File: config.mk
export PLATFORM = sky130hd
export DESIGN_NAME = usbep_ctrl
export DESIGN_NICKNAME = d
export VERILOG_FILES = /design/src/rtl/usbep_pkg.sv /design/src/rtl/usbep_ctrl.sv /design/src/rtl/usbep_toggle.sv /design/src/rtl/usbep_reply.sv
export SDC_FILE = /design/constraint.sdc
export NUM_CORES = 1
export LEC_CHECK = 0
export ABC_AREA = 1
export BUFFER_PORTS_ARGS = -buffer_cell sky130_fd_sc_hd__buf_2
export CORE_MARGIN = 2
export CORE_UTILIZATION = 46
export DETAILED_ROUTE_END_ITERATION = 10
export GPL_TIMING_DRIVEN = 0
export PLACE_DENSITY_LB_ADDON = 0.1
export SKIP_CTS_REPAIR_TIMING = 1
export SLEW_MARGIN = 30
export SYNTH_ARGS = -nofsm -noshare
export SYNTH_HDL_FRONTEND = slang
export SYNTH_SLANG_ARGS = --single-unit
File: constraint.sdc
create_clock -name ref_clk -period 1.7 [get_ports ref_clk]
set_input_delay 0.17 -clock ref_clk [delete_from_list [all_inputs] [get_ports ref_clk]]
set_output_delay 0.17 -clock ref_clk [all_outputs]
set_load 0.02 [all_outputs]
File: src/rtl/usbep_pkg.sv
// shared constants and types for the endpoint control block
package usbep_pkg;
   // apb address width and register word indices (byte address = 4*index)
   localparam int USBEP_ADDR_W = 12;
   localparam logic [9:0] USBEP_IDX_B_CTRL = 10'h104;
   localparam logic [9:0] USBEP_IDX_C_LIM_HI = 10'h108;
   localparam logic [9:0] USBEP_IDX_C_LIM_LO = 10'h109;
   localparam logic [9:0] USBEP_IDX_C_CFG = 10'h10a;
   // register reset values
   localparam logic [7:0] USBEP_RST_B_CTRL = 8'h00;
   localparam logic [7:0] USBEP_RST_C_LIM_HI = 8'h00;
   localparam logic [7:0] USBEP_RST_C_LIM_LO = 8'h00;
   localparam logic [7:0] USBEP_RST_C_CFG = 8'h00;
   // control register field positions
   localparam int USBEP_B_AUTO_NAK = 7;
   localparam int USBEP_B_SHORT_EN = 6;
   localparam int USBEP_B_SRX_DIS = 5;
   localparam int USBEP_B_TOGGLE = 4;
   localparam int USBEP_B_TGL_ONE = 3;
   localparam int USBEP_B_TGL_ZERO = 2;
   localparam int USBEP_B_NAK = 1;
   localparam int USBEP_B_HALT = 0;
   // configuration register field positions
   localparam int USBEP_C_DIR = 7;
   localparam int USBEP_C_PERIODIC = 6;
   localparam int USBEP_C_ISO = 5;
   localparam int USBEP_C_INDEX_HI = 3;
   // packet limit: high register carries bits 10..8 in its low three bits
   localparam int USBEP_LIM_W = 11;
   localparam int USBEP_LIM_HI_W = 3;
   // handshake the sie should give for the current transaction
   typedef enum logic [1:0] {
      USBEP_REPLY_NORMAL,
      USBEP_REPLY_NAK,
      USBEP_REPLY_STALL
   } usbep_reply_t;
endpackage

File: src/rtl/usbep_ctrl.sv
// endpoint control registers with apb slave and sie handshake logic
//
// Decided for this implementation: the APB register port.
`timescale 1ns/1ps
`default_nettype none
// Functional notes
// - auto nak sets forced nak after success
// - short enable sends short, clears after short
// - short enable with empty fifo sends zlp
// - short received packet sets nak unless disabled
// - auto nak on complete has priority
// - toggle status bit reads live toggle
// - toggle set/clear commands, clear wins
// - forced nak answers every transaction nak
// - nak write deferred until transaction ends
// - forced stall answers stall, beats nak
// - late stall applies from next transaction
// - packet limit is eleven bits, split
// - direction bit zero out, one in
// - in mode bit picks always toggle
// - out mode bit selects ping behaviour
// - iso bit selects isochronous transfers
module usbep_ctrl
   import usbep_pkg::*;
#(
   parameter int ADDR_W = USBEP_ADDR_W
)(
   // clock and reset
   input wire logic ref_clk,
   input wire logic srst,
   // apb slave
   input wire logic psel,
   input wire logic penable,
   input wire logic pwrite,
   input wire logic [ADDR_W-1:0] paddr,
   input wire logic [31:0] pwdata,
   input wire logic [3:0] pstrb,
   output logic [31:0] prdata,
   output logic pready,
   output logic pslverr,
   // second endpoint transaction events from the sie
   input wire logic b_txn_start,
   input wire logic b_txn_done,
   input wire logic b_txn_ok,
   input wire logic b_dir_in,
   input wire logic b_short,
   input wire logic b_fifo_empty,
   // second endpoint answers to the sie
   output usbep_reply_t b_reply,
   output logic b_send_short,
   output logic b_send_zlp,
   output logic b_toggle,
   // third endpoint transaction events from the sie
   input wire logic c_txn_done,
   input wire logic c_txn_ok,
   // third endpoint configuration to the sie
   output logic [USBEP_LIM_W-1:0] c_packet_limit,
   output logic c_dir_in,
   output logic c_periodic_mode,
   output logic c_ping_enable,
   output logic c_iso,
   output logic [3:0] c_index,
   output logic c_toggle
);
   // register state of the block, apart from the reply and toggle submodules
   typedef struct packed {
      logic auto_nak;                  // nak after each good transaction
      logic short_en;                  // short packet permitted
      logic srx_dis;                   // short receive nak disabled
      logic forced_nak;                // nak override
      logic nak_pending;               // nak write held off
      logic forced_halt;               // stall override
      logic tgl_one;                   // toggle set pulse
      logic tgl_zero;                  // toggle clear pulse
      logic send_zlp;                  // zero length answer armed
      logic [USBEP_LIM_W-1:0] limit;   // third endpoint packet limit
      logic dir_in;                    // third endpoint direction
      logic periodic;                  // third endpoint mode bit
      logic ping;                      // ping flow control wanted
      logic iso;                       // third endpoint isochronous
      logic [3:0] index;               // third endpoint number
      logic pready;                    // apb answer strobe
      logic pslverr;                   // apb error flag
      logic [31:0] prdata;             // apb read data
   } usbep_top_t;

   usbep_top_t s_ff, nxt_s;

   // submodule outputs
   usbep_reply_t rpl_code;
   logic rpl_active;
   logic tgl_b;
   logic tgl_c;

   // bus decode
   logic [9:0] idx;
   logic acc;
   logic mapped;
   logic wr_fire;
   logic wr_ctrl;
   logic wr_lim_hi;
   logic wr_lim_lo;
   logic wr_cfg;
   logic [7:0] rd_byte;
   logic txn_busy;
   logic b_good;
   logic [7:0] wb;

   // word index from the byte address; low two bits do not matter
   assign idx = paddr[11:2];
   assign acc = psel && penable;
   assign wb = pwdata[7:0];

   // address decode and read multiplexer
   always_comb begin
      mapped = 1'b1;
      rd_byte = 8'h00;
      case (idx)
         USBEP_IDX_B_CTRL: begin
            rd_byte[USBEP_B_AUTO_NAK] = s_ff.auto_nak;
            rd_byte[USBEP_B_SHORT_EN] = s_ff.short_en;
            rd_byte[USBEP_B_SRX_DIS] = s_ff.srx_dis;
            // live toggle, command bits read zero
            rd_byte[USBEP_B_TOGGLE] = tgl_b;
            rd_byte[USBEP_B_NAK] = s_ff.forced_nak;
            rd_byte[USBEP_B_HALT] = s_ff.forced_halt;
         end
         USBEP_IDX_C_LIM_HI: begin
            // reserved upper five bits read zero
            rd_byte[USBEP_LIM_HI_W-1:0] =
               s_ff.limit[USBEP_LIM_W-1:8];
         end
         USBEP_IDX_C_LIM_LO: begin
            rd_byte = s_ff.limit[7:0];
         end
         USBEP_IDX_C_CFG: begin
            rd_byte[USBEP_C_DIR] = s_ff.dir_in;
            rd_byte[USBEP_C_PERIODIC] = s_ff.periodic;
            rd_byte[USBEP_C_ISO] = s_ff.iso;
            rd_byte[USBEP_C_INDEX_HI:0] = s_ff.index;
         end
         default: begin
            // unmapped word answers with an error
            mapped = 1'b0;
         end
      endcase
   end

   // a write lands only at the edge where pready is seen high
   assign wr_fire = acc && s_ff.pready && pwrite && pstrb[0] && mapped;
   assign wr_ctrl = wr_fire && (idx == USBEP_IDX_B_CTRL);
   assign wr_lim_hi = wr_fire && (idx == USBEP_IDX_C_LIM_HI);
   assign wr_lim_lo = wr_fire && (idx == USBEP_IDX_C_LIM_LO);
   assign wr_cfg = wr_fire && (idx == USBEP_IDX_C_CFG);

   // a token seen this cycle already counts as a running transaction
   assign txn_busy = rpl_active || b_txn_start;
   assign b_good = b_txn_done && b_txn_ok;

   // next state of the block registers; reply and toggle submodules keep their own
   always_comb begin
      nxt_s = s_ff;
      nxt_s.tgl_one = 1'b0;
      nxt_s.tgl_zero = 1'b0;

      // apb: one wait state so read data leaves a flip-flop
      nxt_s.pready = 1'b0;
      nxt_s.pslverr = 1'b0;
      if (acc && !s_ff.pready) begin
         nxt_s.pready = 1'b1;
         nxt_s.pslverr = ~mapped;
         nxt_s.prdata = {24'h00_0000, rd_byte};
      end

      // plain read/write control bits
      if (wr_ctrl) begin
         nxt_s.auto_nak = wb[USBEP_B_AUTO_NAK];
         nxt_s.short_en = wb[USBEP_B_SHORT_EN];
         nxt_s.srx_dis = wb[USBEP_B_SRX_DIS];
         nxt_s.forced_halt = wb[USBEP_B_HALT];
         nxt_s.tgl_one = wb[USBEP_B_TGL_ONE];
         nxt_s.tgl_zero = wb[USBEP_B_TGL_ZERO];
         // hold off a nak set while busy
         if (wb[USBEP_B_NAK]) begin
            if (txn_busy) begin
               nxt_s.nak_pending = 1'b1;
            end else begin
               nxt_s.forced_nak = 1'b1;
            end
         end else begin
            // clearing also drops a held-off set
            nxt_s.forced_nak = 1'b0;
            nxt_s.nak_pending = 1'b0;
         end
      end

      // end of transaction on the second endpoint
      if (b_txn_done) begin
         if (s_ff.nak_pending) begin
            nxt_s.forced_nak = 1'b1;
            nxt_s.nak_pending = 1'b0;
         end
      end
      if (b_good) begin
         // auto nak checked first, takes priority
         if (s_ff.auto_nak) begin
            nxt_s.forced_nak = 1'b1;
         end else if (!s_ff.srx_dis && !b_dir_in && b_short) begin
            nxt_s.forced_nak = 1'b1;
         end
         // clear only after a short in packet
         if (b_dir_in && b_short &&
             !(wr_ctrl && wb[USBEP_B_SHORT_EN])) begin
            // a software set in the same cycle is kept
            nxt_s.short_en = 1'b0;
         end
      end

      // empty fifo plus short enable means zlp
      nxt_s.send_zlp = nxt_s.short_en && b_fifo_empty;

      // eleven bit limit split over two registers
      if (wr_lim_hi) begin
         nxt_s.limit[USBEP_LIM_W-1:8] = wb[USBEP_LIM_HI_W-1:0];
      end
      if (wr_lim_lo) begin
         nxt_s.limit[7:0] = wb;
      end

      // third endpoint configuration
      if (wr_cfg) begin
         // zero is out, one is in
         nxt_s.dir_in = wb[USBEP_C_DIR];
         nxt_s.periodic = wb[USBEP_C_PERIODIC];
         nxt_s.iso = wb[USBEP_C_ISO];
         // index taken as written; zero is a software fault
         nxt_s.index = wb[USBEP_C_INDEX_HI:0];
      end
      // mode bit on an out endpoint enables ping
      nxt_s.ping = !nxt_s.dir_in && nxt_s.periodic;
   end

   // state register, reset values from the register map
   always_ff @(posedge ref_clk) begin
      if (srst) begin
         s_ff <= '0;
         s_ff.auto_nak <= USBEP_RST_B_CTRL[USBEP_B_AUTO_NAK];
         s_ff.short_en <= USBEP_RST_B_CTRL[USBEP_B_SHORT_EN];
         s_ff.srx_dis <= USBEP_RST_B_CTRL[USBEP_B_SRX_DIS];
         s_ff.forced_nak <= USBEP_RST_B_CTRL[USBEP_B_NAK];
         s_ff.forced_halt <= USBEP_RST_B_CTRL[USBEP_B_HALT];
         s_ff.limit <= {USBEP_RST_C_LIM_HI[USBEP_LIM_HI_W-1:0],
            USBEP_RST_C_LIM_LO};
         s_ff.dir_in <= USBEP_RST_C_CFG[USBEP_C_DIR];
         s_ff.periodic <= USBEP_RST_C_CFG[USBEP_C_PERIODIC];
         s_ff.iso <= USBEP_RST_C_CFG[USBEP_C_ISO];
         s_ff.index <= USBEP_RST_C_CFG[USBEP_C_INDEX_HI:0];
      end else begin
         s_ff <= nxt_s;
      end
   end

   // handshake choice for the second endpoint
   usbep_reply u_reply_b (
      .ref_clk(ref_clk),
      .srst(srst),
      .txn_start(b_txn_start),
      .txn_done(b_txn_done),
      .halt_level(s_ff.forced_halt),
      .nak_level(s_ff.forced_nak),
      .reply(rpl_code),
      .active(rpl_active)
   );

   // second endpoint toggle; its mode bit lives elsewhere, so normal
   usbep_toggle u_toggle_b (
      .ref_clk(ref_clk),
      .srst(srst),
      .force_one(s_ff.tgl_one),
      .force_zero(s_ff.tgl_zero),
      .txn_done(b_txn_done),
      .txn_ok(b_txn_ok),
      .always_mode(1'b0),
      .toggle(tgl_b)
   );

   // third endpoint toggle; always mode only for in
   usbep_toggle u_toggle_c (
      .ref_clk(ref_clk),
      .srst(srst),
      .force_one(1'b0),
      .force_zero(1'b0),
      .txn_done(c_txn_done),
      .txn_ok(c_txn_ok),
      .always_mode(s_ff.dir_in && s_ff.periodic),
      .toggle(tgl_c)
   );

   // outputs, each straight from a flip-flop
   assign prdata = s_ff.prdata;
   assign pready = s_ff.pready;
   assign pslverr = s_ff.pslverr;
   assign b_reply = rpl_code;
   assign b_send_short = s_ff.short_en;
   assign b_send_zlp = s_ff.send_zlp;
   assign b_toggle = tgl_b;
   assign c_packet_limit = s_ff.limit;
   assign c_dir_in = s_ff.dir_in;
   assign c_periodic_mode = s_ff.periodic;
   assign c_ping_enable = s_ff.ping;
   assign c_iso = s_ff.iso;
   assign c_index = s_ff.index;
   assign c_toggle = tgl_c;
endmodule
`default_nettype wire

File: src/rtl/usbep_toggle.sv
// data toggle sequence bit of one endpoint
`timescale 1ns/1ps
`default_nettype none
module usbep_toggle
   import usbep_pkg::*;
(
   // clock and reset
   input wire logic ref_clk,
   input wire logic srst,
   // software commands, one-cycle pulses
   input wire logic force_one,
   input wire logic force_zero,
   // transaction outcome from the sie
   input wire logic txn_done,
   input wire logic txn_ok,
   input wire logic always_mode,
   // current toggle
   output logic toggle
);
   typedef struct packed {
      logic toggle;
   } usbep_tgl_t;

   usbep_tgl_t s_ff, nxt_s;

   // next toggle: software commands beat the sequence advance
   always_comb begin
      nxt_s = s_ff;
      if (force_zero) begin
         nxt_s.toggle = 1'b0;
      end else if (force_one) begin
         nxt_s.toggle = 1'b1;
      // always mode flips whatever the outcome
      end else if (txn_done && (txn_ok || always_mode)) begin
         nxt_s.toggle = ~s_ff.toggle;
      end
   end

   // state register
   always_ff @(posedge ref_clk) begin
      if (srst) begin
         s_ff <= '0;
      end else begin
         s_ff <= nxt_s;
      end
   end

   assign toggle = s_ff.toggle;
endmodule
`default_nettype wire

File: src/rtl/usbep_reply.sv
// handshake selection latched per transaction
`timescale 1ns/1ps
`default_nettype none
module usbep_reply
   import usbep_pkg::*;
(
   // clock and reset
   input wire logic ref_clk,
   input wire logic srst,
   // transaction framing from the sie, one-cycle pulses
   input wire logic txn_start,
   input wire logic txn_done,
   // override levels from the control register
   input wire logic halt_level,
   input wire logic nak_level,
   // registered answer and busy flag
   output usbep_reply_t reply,
   output logic active
);
   typedef struct packed {
      usbep_reply_t reply;
      logic active;
   } usbep_rpl_t;

   usbep_rpl_t s_ff, nxt_s;

   // overrides are sampled at the token so a late write waits
   always_comb begin
      nxt_s = s_ff;
      if (txn_start) begin
         nxt_s.active = 1'b1;
         if (halt_level) begin
            nxt_s.reply = USBEP_REPLY_STALL;
         end else if (nak_level) begin
            nxt_s.reply = USBEP_REPLY_NAK;
         end else begin
            nxt_s.reply = USBEP_REPLY_NORMAL;
         end
      end else if (txn_done) begin
         nxt_s.active = 1'b0;
      end
      // idle answer tracks stall for the next token
      if (!nxt_s.active) begin
         nxt_s.reply = halt_level ? USBEP_REPLY_STALL :
            (nak_level ? USBEP_REPLY_NAK : USBEP_REPLY_NORMAL);
      end
   end

   // state register
   always_ff @(posedge ref_clk) begin
      if (srst) begin
         s_ff <= '{reply: USBEP_REPLY_NORMAL, active: 1'b0};
      end else begin
         s_ff <= nxt_s;
      end
   end

   assign reply = s_ff.reply;
   assign active = s_ff.active;
endmodule
`default_nettype wire

==> impl_table.tex, run 1 <==
\begin{tabular}{lr}
\hline
Metric & Value \\
\hline
\multicolumn{2}{l}{\textbf{Global route}} \\
Pin count of the biggest net entering global routing & 13 \\
GRT met3 Usage & 2.778\% \\
Wire length of the first global-routing pass & 8852 um \\
Fraction of met1 tracks used by global routing & 27.53\% \\
Most used routing layer in global routing & met2 \\
Met2 track demand over resource & 34.20\% \\
Number of antenna violations at the first check in global routing & 0 \\
Via count of the first global-routing pass & 1940 \\
Combined global-route utilization of all metal layers & 20.68\% \\
Total congestion overflow & 0 \\
\multicolumn{2}{l}{\textbf{Cells and area}} \\
Filler cells & 484 \\
Post-route core utilization & 58.71\% \\
Number of standard cells in the final layout excluding fillers & 495 \\
Fraction of layout instances using a drive strength above 1 & 34.82\% \\
N\_diodes & 0 \\
Area growth from synthesis to final layout & 25.38\% \\
Post-layout nets & 486 \\
\multicolumn{2}{l}{\textbf{Synth}} \\
Predominant post-synthesis flop cell & sky130\_fd\_sc\_hd\_\_dfxtp\_1 \\
Share of flip-flops with an asynchronous set or reset after synthesis & 0\% \\
Synth cell types & 35 \\
Number of enable-type register cells in the synthesized netlist & 0 \\
Cells after Synth & 329 \\
Largest cells by area after synthesis & sky130\_fd\_sc\_hd\_\_dfxtp\_1 (36\%), sky130\_fd\_sc\_hd\_\_buf\_4 (15\%), sky130\_fd\_sc\_hd\_\_nand2\_1 (8.3\%) \\
Top cell type's share of synthesized area & 36.46\% \\
Most frequent cells after synthesis & sky130\_fd\_sc\_hd\_\_nand2\_1 (52), sky130\_fd\_sc\_hd\_\_nor2\_1 (52), sky130\_fd\_sc\_hd\_\_buf\_4 (48) \\
Ys Warns & 0 \\
Post-synthesis sequential element count & 43 \\
Post-synthesis average cell area & 7.176 sq um \\
Cell Area, Synth & 2361 sq um \\
Library cell occupying the most area in the post-synthesis netlist & sky130\_fd\_sc\_hd\_\_dfxtp\_1 \\
Sequential cell area fraction in the yosys report & 36.46\% \\
\multicolumn{2}{l}{\textbf{Timing}} \\
Worst clock skew & 0.005155 ns \\
Number of max-slew violations in the final report & 0 \\
Unrepaired setup endpoints after global routing & false \\
Final TNS setup & 0 ns \\
Setup violators final & 0 \\
Share of the clock period used by the worst path & 85.28\% \\
Max-Slew Margin vs Limit & 61.07\% \\
Upper clock frequency limit & 0.6898 GHz \\
Number of hold-slack violations in the final timing report & 0 \\
Fin crit period & 1.450 ns \\
Transition time of the tightest slew-check pin & 0.5839 ns \\
\multicolumn{2}{l}{\textbf{Floorplan}} \\
Number of primary I/O pins & 120 \\
Die ar. & 5721 sq um \\
Effective utilization at floorplan & 46.82\% \\
Total number of placement rows & 26 \\
Vert. Die Dim & 75.64 um \\
Die width & 75.64 um \\
Core Box Area & 5042 sq um \\
\multicolumn{2}{l}{\textbf{Clock network}} \\
Clock latency on the worst-skew pair & 0.29 ns \\
Number of buffers added by the clock tree synthesis step & 5 \\
Clock-pin transition on the worst setup and hold timing paths & 0.08 ns \\
\# clock sinks & 43 \\
CTS tree & done \\
Clock Tree Root & sky130\_fd\_sc\_hd\_\_clkbuf\_8 \\
Level count of the clock H-tree & 2 \\
Maximum count of clock buffers along a single path & 2 \\
\multicolumn{2}{l}{\textbf{Worst setup path}} \\
Required time of the critical path & 1.89 ns \\
Slowest cell delay on critical path & 0.36 ns \\
Count of buffer and inverter cells on the critical path & 0 \\
Crit-path slowest cell & sky130\_fd\_sc\_hd\_\_dfxtp\_1 \\
Critical-path cell list & nand3\_1 > nor2\_4 > nand2\_4 > nor2\_1 > nand2\_1 > nand2\_1 > nor2\_1 \\
Category of the worst setup path capture point & flop \\
Largest fanout on the critical path & 8 \\
Start-to-end type of the worst setup path & flop to flop \\
Top delay family on crit path & simple AND/OR/NAND/NOR gates \\
Startpoint types & flop \\
Data arrival at the endpoint of the critical path & 1.64 ns \\
\multicolumn{2}{l}{\textbf{Run}} \\
Max\_cap viols & 0 \\
\multicolumn{2}{l}{\textbf{Power and ir drop}} \\
PwrDens & 656.8 nW/um\^{}2 \\
VDD IR-drop max & 344.1 uV \\
Leakage Power & 1.607 nW \\
\multicolumn{2}{l}{\textbf{Route}} \\
DRC & 0 \\
Starting DRC count in detailed routing & 118 \\
1st-pass router iterations & 4 \\
Final Routed Wirelength & 5549 um \\
DR vias & 2214 \\
Routed vias/inst & 4.473 \\
WL per Instance & 11.21 um \\
Antenna violation net count after detailed routing & 0 \\
\multicolumn{2}{l}{\textbf{Hold path}} \\
Min-delay worst type & primary input to flop \\
\multicolumn{2}{l}{\textbf{Placement}} \\
Last weighted congestion value of the routability-driven placer & 0.8940 \\
Final HPWL DP & 4441 um \\
Post-placement cell count & 488 \\
Count of input and output buffers & 66 \\
\multicolumn{2}{l}{\textbf{Status}} \\
Run status & complete, no violations \\
\hline
\end{tabular}
[placed cells by master, fill, tap and decap left out, types with 4 or more instances in the layout]
cell type and n:
sky130_fd_sc_hd__nor2_1 51, sky130_fd_sc_hd__nand2_1 52, sky130_fd_sc_hd__inv_1 31, sky130_fd_sc_hd__buf_2 66, sky130_fd_sc_hd__nand2_2 5, sky130_fd_sc_hd__nor2_4 5, sky130_fd_sc_hd__nor2_2 4, sky130_fd_sc_hd__dfxtp_1 43
sky130_fd_sc_hd__nand4_1 4, sky130_fd_sc_hd__clkbuf_8 6, sky130_fd_sc_hd__conb_1 24, sky130_fd_sc_hd__a21oi_1 14, sky130_fd_sc_hd__nand3_1 19, sky130_fd_sc_hd__o21ai_0 19, sky130_fd_sc_hd__buf_4 48
[worst paths after layout]
| check | slack (ns) | from | cells after the start | endpoint |
|---|---|---|---|---|
| hold / removal | 0.08 | b_fifo_empty | 3 | b_send_zlp |
| setup reg to reg | 0.25 | pready | 7 | c_ping_enable |
| hold reg to reg | 0.41 | s_ff[54] | 1 | u_toggle_b.toggle |
| setup / recovery | 0.25 | pready | 7 | c_ping_enable |
[worst min-delay path, stage by stage]
cell,delay (ns)
sky130_fd_sc_hd__buf_2,0.09
sky130_fd_sc_hd__inv_1,0.04
sky130_fd_sc_hd__nor2_1,0.03
[area by class of cell]
| cell class | count | area, sq um | share of cell area [%] |
|---|---|---|---|
| inverters | 35 | 132.6 | 4.480 |
| repair buffers | 66 | 330.3 | 11.16 |
| flip-flops and latches | 43 | 860.8 | 29.08 |
| clock buffers | 6 | 82.58 | 2.790 |
| multi-input cells | 222 | 1079 | 36.43 |
| plain buffers | 52 | 382.9 | 12.93 |
| clock inverters | 1 | 5.005 | 0.1691 |
| well taps | 70 | 87.58 | 2.959 |
[where the power goes]
| group | switching (mW) | internal [mW] |
|---|---|---|
| logic | 0.160 | 0.103 |
| clock network | 0.337 | 0.319 |
| registers | 0.00687 | 1.02 |
| total | 0.504 | 1.44 |
[layer usage]
| layer | vias up | part of all wire [%] |
|---|---|---|
| li1 | 1166 | - |
| met1 | 960 | 46 |
| met2 | 73 | 46 |
| met3 | 15 | 6.3 |
| met4 | 0 | 2.4 |
| met5 | - | 0 |
[sequential cells by signal (all words and copies together), names as in the netlist, 2 cells and up]
name             flops
c_packet_limit      11
prdata               8
s_ff                 7
c_index              4
u_reply_b.reply      2
[metrics by stage]
step	total power, mW	worst slack (ns)	area [sq um]	hold slack [ns]
3_5_place_dp	1.309	-0.04111	2865	0.3939
4_1_cts	1.949	-0.05247	2953	0.08422
6_report	1.944	0.2503	2960	0.08123
3_3_place_gp	1.307	-0.03373	2865	0.3747
2_1_floorplan	1.230	0.2929	2447	0.2822
5_1_grt	2.018	0.07802	2960	0.1043
[cells by family after synthesis]
| group | Yosys count | share of synthesized area, % |
|---|---|---|
| flip-flops | 43 | 36.46 |
| buffers and inverters | 87 | 21.83 |
| other | 1 | 0.1588 |
| AO/OA/AOI/OAI | 46 | 11.24 |
| AND/OR/NAND/NOR | 152 | 30.31 |
Power figures use the tool's default switching activity.
==> run 2, diff against run 1 <==
--- a/config.mk
+++ b/config.mk
@@ -8,10 +8,11 @@
 export ABC_AREA = 1
 export BUFFER_PORTS_ARGS = -buffer_cell sky130_fd_sc_hd__buf_2
 export CORE_MARGIN = 2
-export CORE_UTILIZATION = 46
+export CORE_UTILIZATION = 35
 export DETAILED_ROUTE_END_ITERATION = 10
 export GPL_TIMING_DRIVEN = 0
 export PLACE_DENSITY_LB_ADDON = 0.1
+export RECOVER_POWER = 25
 export SKIP_CTS_REPAIR_TIMING = 1
 export SLEW_MARGIN = 30
 export SYNTH_ARGS = -nofsm -noshare
==> constraint.sdc (replaced) <==
create_clock -name ref_clk -period 1.26 [get_ports ref_clk]
set_input_delay 0.126 -clock ref_clk [delete_from_list [all_inputs] [get_ports ref_clk]]
set_output_delay 0.126 -clock ref_clk [all_outputs]
set_load 0.02 [all_outputs]
==> run 2 against run 1 <==
Effect of this change:
- the run now ends with setup timing left
- final cell count rose by 3.6%
- final area rose by 8.2%
- critical path depth rose by 1
- combinational power rose by 44%
- core utilization fell by 8.9 points
- non-clock buffer count rose by 12
- flip-flop and latch count did not move
- routed wire length rose by 11%
- critical endpoint is now c_packet_limit[3]
==> impl_table.tex, run 2 (same netlist as run 1, synthesis figures left out) <==
\begin{tabular}{lr}
\hline
Metric & Value \\
\hline
\multicolumn{2}{l}{\textbf{Timing}} \\
Post-route setup slack & -0.07490 ns \\
Upper clock frequency limit & 0.7491 GHz \\
Setup violators final & 12 \\
Transition time of the tightest slew-check pin & 0.5517 ns \\
Number of max-slew violations in the final report & 0 \\
Fin crit period & 1.335 ns \\
Worst clock skew & 0.006581 ns \\
Number of hold-slack violations in the final timing report & 0 \\
Share of the clock period used by the worst path & 105.9\% \\
Unrepaired setup endpoints after global routing & true \\
Max-Slew Margin vs Limit & 63.22\% \\
\multicolumn{2}{l}{\textbf{Placement}} \\
Final HPWL DP & 4689 um \\
Worst setup slack before clock tree synthesis & -0.4537 ns \\
Count of input and output buffers & 66 \\
Post-placement cell count & 495 \\
Last weighted congestion value of the routability-driven placer & 0.8244 \\
\multicolumn{2}{l}{\textbf{Hold path}} \\
Min-delay worst type & primary input to flop \\
Hold path startpoint & b\_fifo\_empty \\
Hold depth & 3 \\
Endpoint of the worst hold-timing path & b\_send\_zlp \\
\multicolumn{2}{l}{\textbf{Global route}} \\
Combined global-route utilization of all metal layers & 16.23\% \\
Pin count of the biggest net entering global routing & 12 \\
Via count of the first global-routing pass & 1962 \\
Number of antenna violations at the first check in global routing & 0 \\
Wire length of the first global-routing pass & 9328 um \\
Total congestion overflow & 0 \\
\multicolumn{2}{l}{\textbf{Floorplan}} \\
Number of primary I/O pins & 120 \\
Die width & 86.13 um \\
Core Box Area & 6422 sq um \\
Vert. Die Dim & 86.13 um \\
Total number of placement rows & 29 \\
Effective utilization at floorplan & 36.76\% \\
Die ar. & 7418 sq um \\
\multicolumn{2}{l}{\textbf{Power and ir drop}} \\
Net Switching & 0.6846 mW \\
Leakage Power & 1.634 nW \\
Sequential cell fraction of total power & 53.8\% \\
Clock power share & 31.6\% \\
Net Sw Frac & 26.57\% \\
PwrDens & 804.7 nW/um\^{}2 \\
Proportion of power drawn by combinational gates & 14.6\% \\
Internal power consumption & 1.892 mW \\
VDD IR-drop max & 511.7 uV \\
\multicolumn{2}{l}{\textbf{Cells and area}} \\
Footprint of the multi-input gates & 1201 sq um \\
Register area & 862.1 sq um \\
Commonest non-fill, non-tap cell in the layout & sky130\_fd\_sc\_hd\_\_buf\_2 \\
Number of standard cells in the final layout excluding fillers & 513 \\
Post-layout nets & 498 \\
Fraction of layout instances using a drive strength above 1 & 41.28\% \\
Area growth from synthesis to final layout & 35.61\% \\
N\_diodes & 0 \\
Largest register FFs & 11 \\
Most used cells in the layout excluding fill and tap cells & sky130\_fd\_sc\_hd\_\_buf\_2 (61), sky130\_fd\_sc\_hd\_\_buf\_4 (57), sky130\_fd\_sc\_hd\_\_nand2\_1 (47), sky130\_fd\_sc\_hd\_\_nor2\_1 (43), sky130\_fd\_sc\_hd\_\_dfxtp\_1 (42) \\
Filler cells & 669 \\
\multicolumn{2}{l}{\textbf{Status}} \\
Violations in the final reports & setup timing \\
Run status & finished with violations \\
\multicolumn{2}{l}{\textbf{Worst setup path}} \\
Top delay family on crit path & simple AND/OR/NAND/NOR gates \\
Most frequent CP cell & sky130\_fd\_sc\_hd\_\_nor2\_1 \\
Largest fanout on the critical path & 5 \\
R2r endpoint & c\_packet\_limit[3] \\
Count of buffer and inverter cells on the critical path & 2 \\
Crit-path slowest cell & sky130\_fd\_sc\_hd\_\_dfxtp\_2 \\
Reg2Reg Depth & 8 \\
Setup slack of the worst register-to-register path & -0.07 ns \\
Startpoint types & flop \\
Required time of the critical path & 1.46 ns \\
Data arrival at the endpoint of the critical path & 1.53 ns \\
Start-to-end type of the worst setup path & flop to flop \\
Critical-path cell list & nand3\_2 > nor2\_4 > nand2\_4 > clkinv\_4 > nand2\_8 > clkbuf\_16 > nor2\_1 > nor2\_1 \\
Slowest cell delay on critical path & 0.35 ns \\
Category of the worst setup path capture point & flop \\
Origin of the critical flop-to-flop path & pready \\
Critical Path Stages & 8 \\
\multicolumn{2}{l}{\textbf{Run}} \\
Max\_cap viols & 0 \\
\multicolumn{2}{l}{\textbf{Clock network}} \\
Clock Tree Root & sky130\_fd\_sc\_hd\_\_clkbuf\_8 \\
Clock-pin transition on the worst setup and hold timing paths & 0.08 ns \\
Level count of the clock H-tree & 2 \\
Clock latency on the worst-skew pair & 0.29 ns \\
CTS tree & done \\
Number of buffers added by the clock tree synthesis step & 5 \\
\# clock sinks & 43 \\
Maximum count of clock buffers along a single path & 2 \\
\multicolumn{2}{l}{\textbf{Route}} \\
DR vias & 2258 \\
Final Routed Wirelength & 6146 um \\
Routed vias/inst & 4.402 \\
Antenna violation net count after detailed routing & 0 \\
WL per Instance & 11.98 um \\
1st-pass router iterations & 4 \\
DRC & 0 \\
Starting DRC count in detailed routing & 93 \\
\hline
\end{tabular}
-- run 2: cell types whose count changed in the layout (fill, tap and decap cells not counted), moves of 3 or more --
cell	before	now
sky130_fd_sc_hd__buf_4	48	57
sky130_fd_sc_hd__nor2_1	51	43
sky130_fd_sc_hd__clkbuf_1	3	9
sky130_fd_sc_hd__nand3_1	19	13
sky130_fd_sc_hd__buf_2	66	61
sky130_fd_sc_hd__nand2_1	52	47
sky130_fd_sc_hd__nor2_2	4	9
sky130_fd_sc_hd__o21ai_0	19	14
sky130_fd_sc_hd__nand2_2	5	9
sky130_fd_sc_hd__nand3_2	1	5
sky130_fd_sc_hd__nor2_4	5	8
sky130_fd_sc_hd__o21ai_1	0	3
-- run 2: cell type report --
cell class / count / share of cell area [%]
plain buffers: 52 / 12.08
clock buffers: 6 / 2.267
inverters: 35 / 4.494
multi-input cells: 222 / 37.51
flip-flops and latches: 43 / 26.92
well taps: 77 / 3.009
repair buffers: 78 / 13.72
-- run 2: worst max path at each step --
stage,from,end
after floorplan,pready,c_packet_limit[6]
after global placement,paddr[10],c_ping_enable
after detailed placement,paddr[10],c_ping_enable
after CTS,pready,c_ping_enable
after global routing,pready,c_packet_limit[4]
final,pready,c_packet_limit[3]
-- run 2: power by group through the flow --
stage	clock network, mW	registers [mW]	logic [mW]
after floorplan	0	1.43	0.237
after global placement	0	1.42	0.357
after detailed placement	0	1.42	0.359
after CTS	0.837	1.38	0.360
after global routing	0.897	1.39	0.412
final	0.814	1.39	0.377
-- run 2: per-stage QoR --
step                      cell area [sq um]  hold slack (ns)  TNS [ns]  util, %  power [mW]
after floorplan                        2467           0.2382   -0.1686        -       1.662
after detailed placement               2894           0.3520    -10.47    45.06       1.776
after global routing                   3202          0.04447    -2.347    49.85       2.697
after global placement                 2894           0.3448    -10.21    45.06       1.773
final                                  3202          0.04205   -0.4822    49.85       2.576
after CTS                              2967          0.03766    -3.144    46.19       2.582
-- run 2: tightest hold or removal path, delay by kind of cell --
family | cells | cell delay, ns
AND/OR/NAND/NOR | 1 | 0.07
buffers and inverters | 2 | 0.10
-- run 2: metal layers --
metal  share of wire [%]  track usage [%]
met3                 5.5            3.080
met5                   0                0
met1                  46            22.03
met2                  47            25.44
met4                0.99            6.205
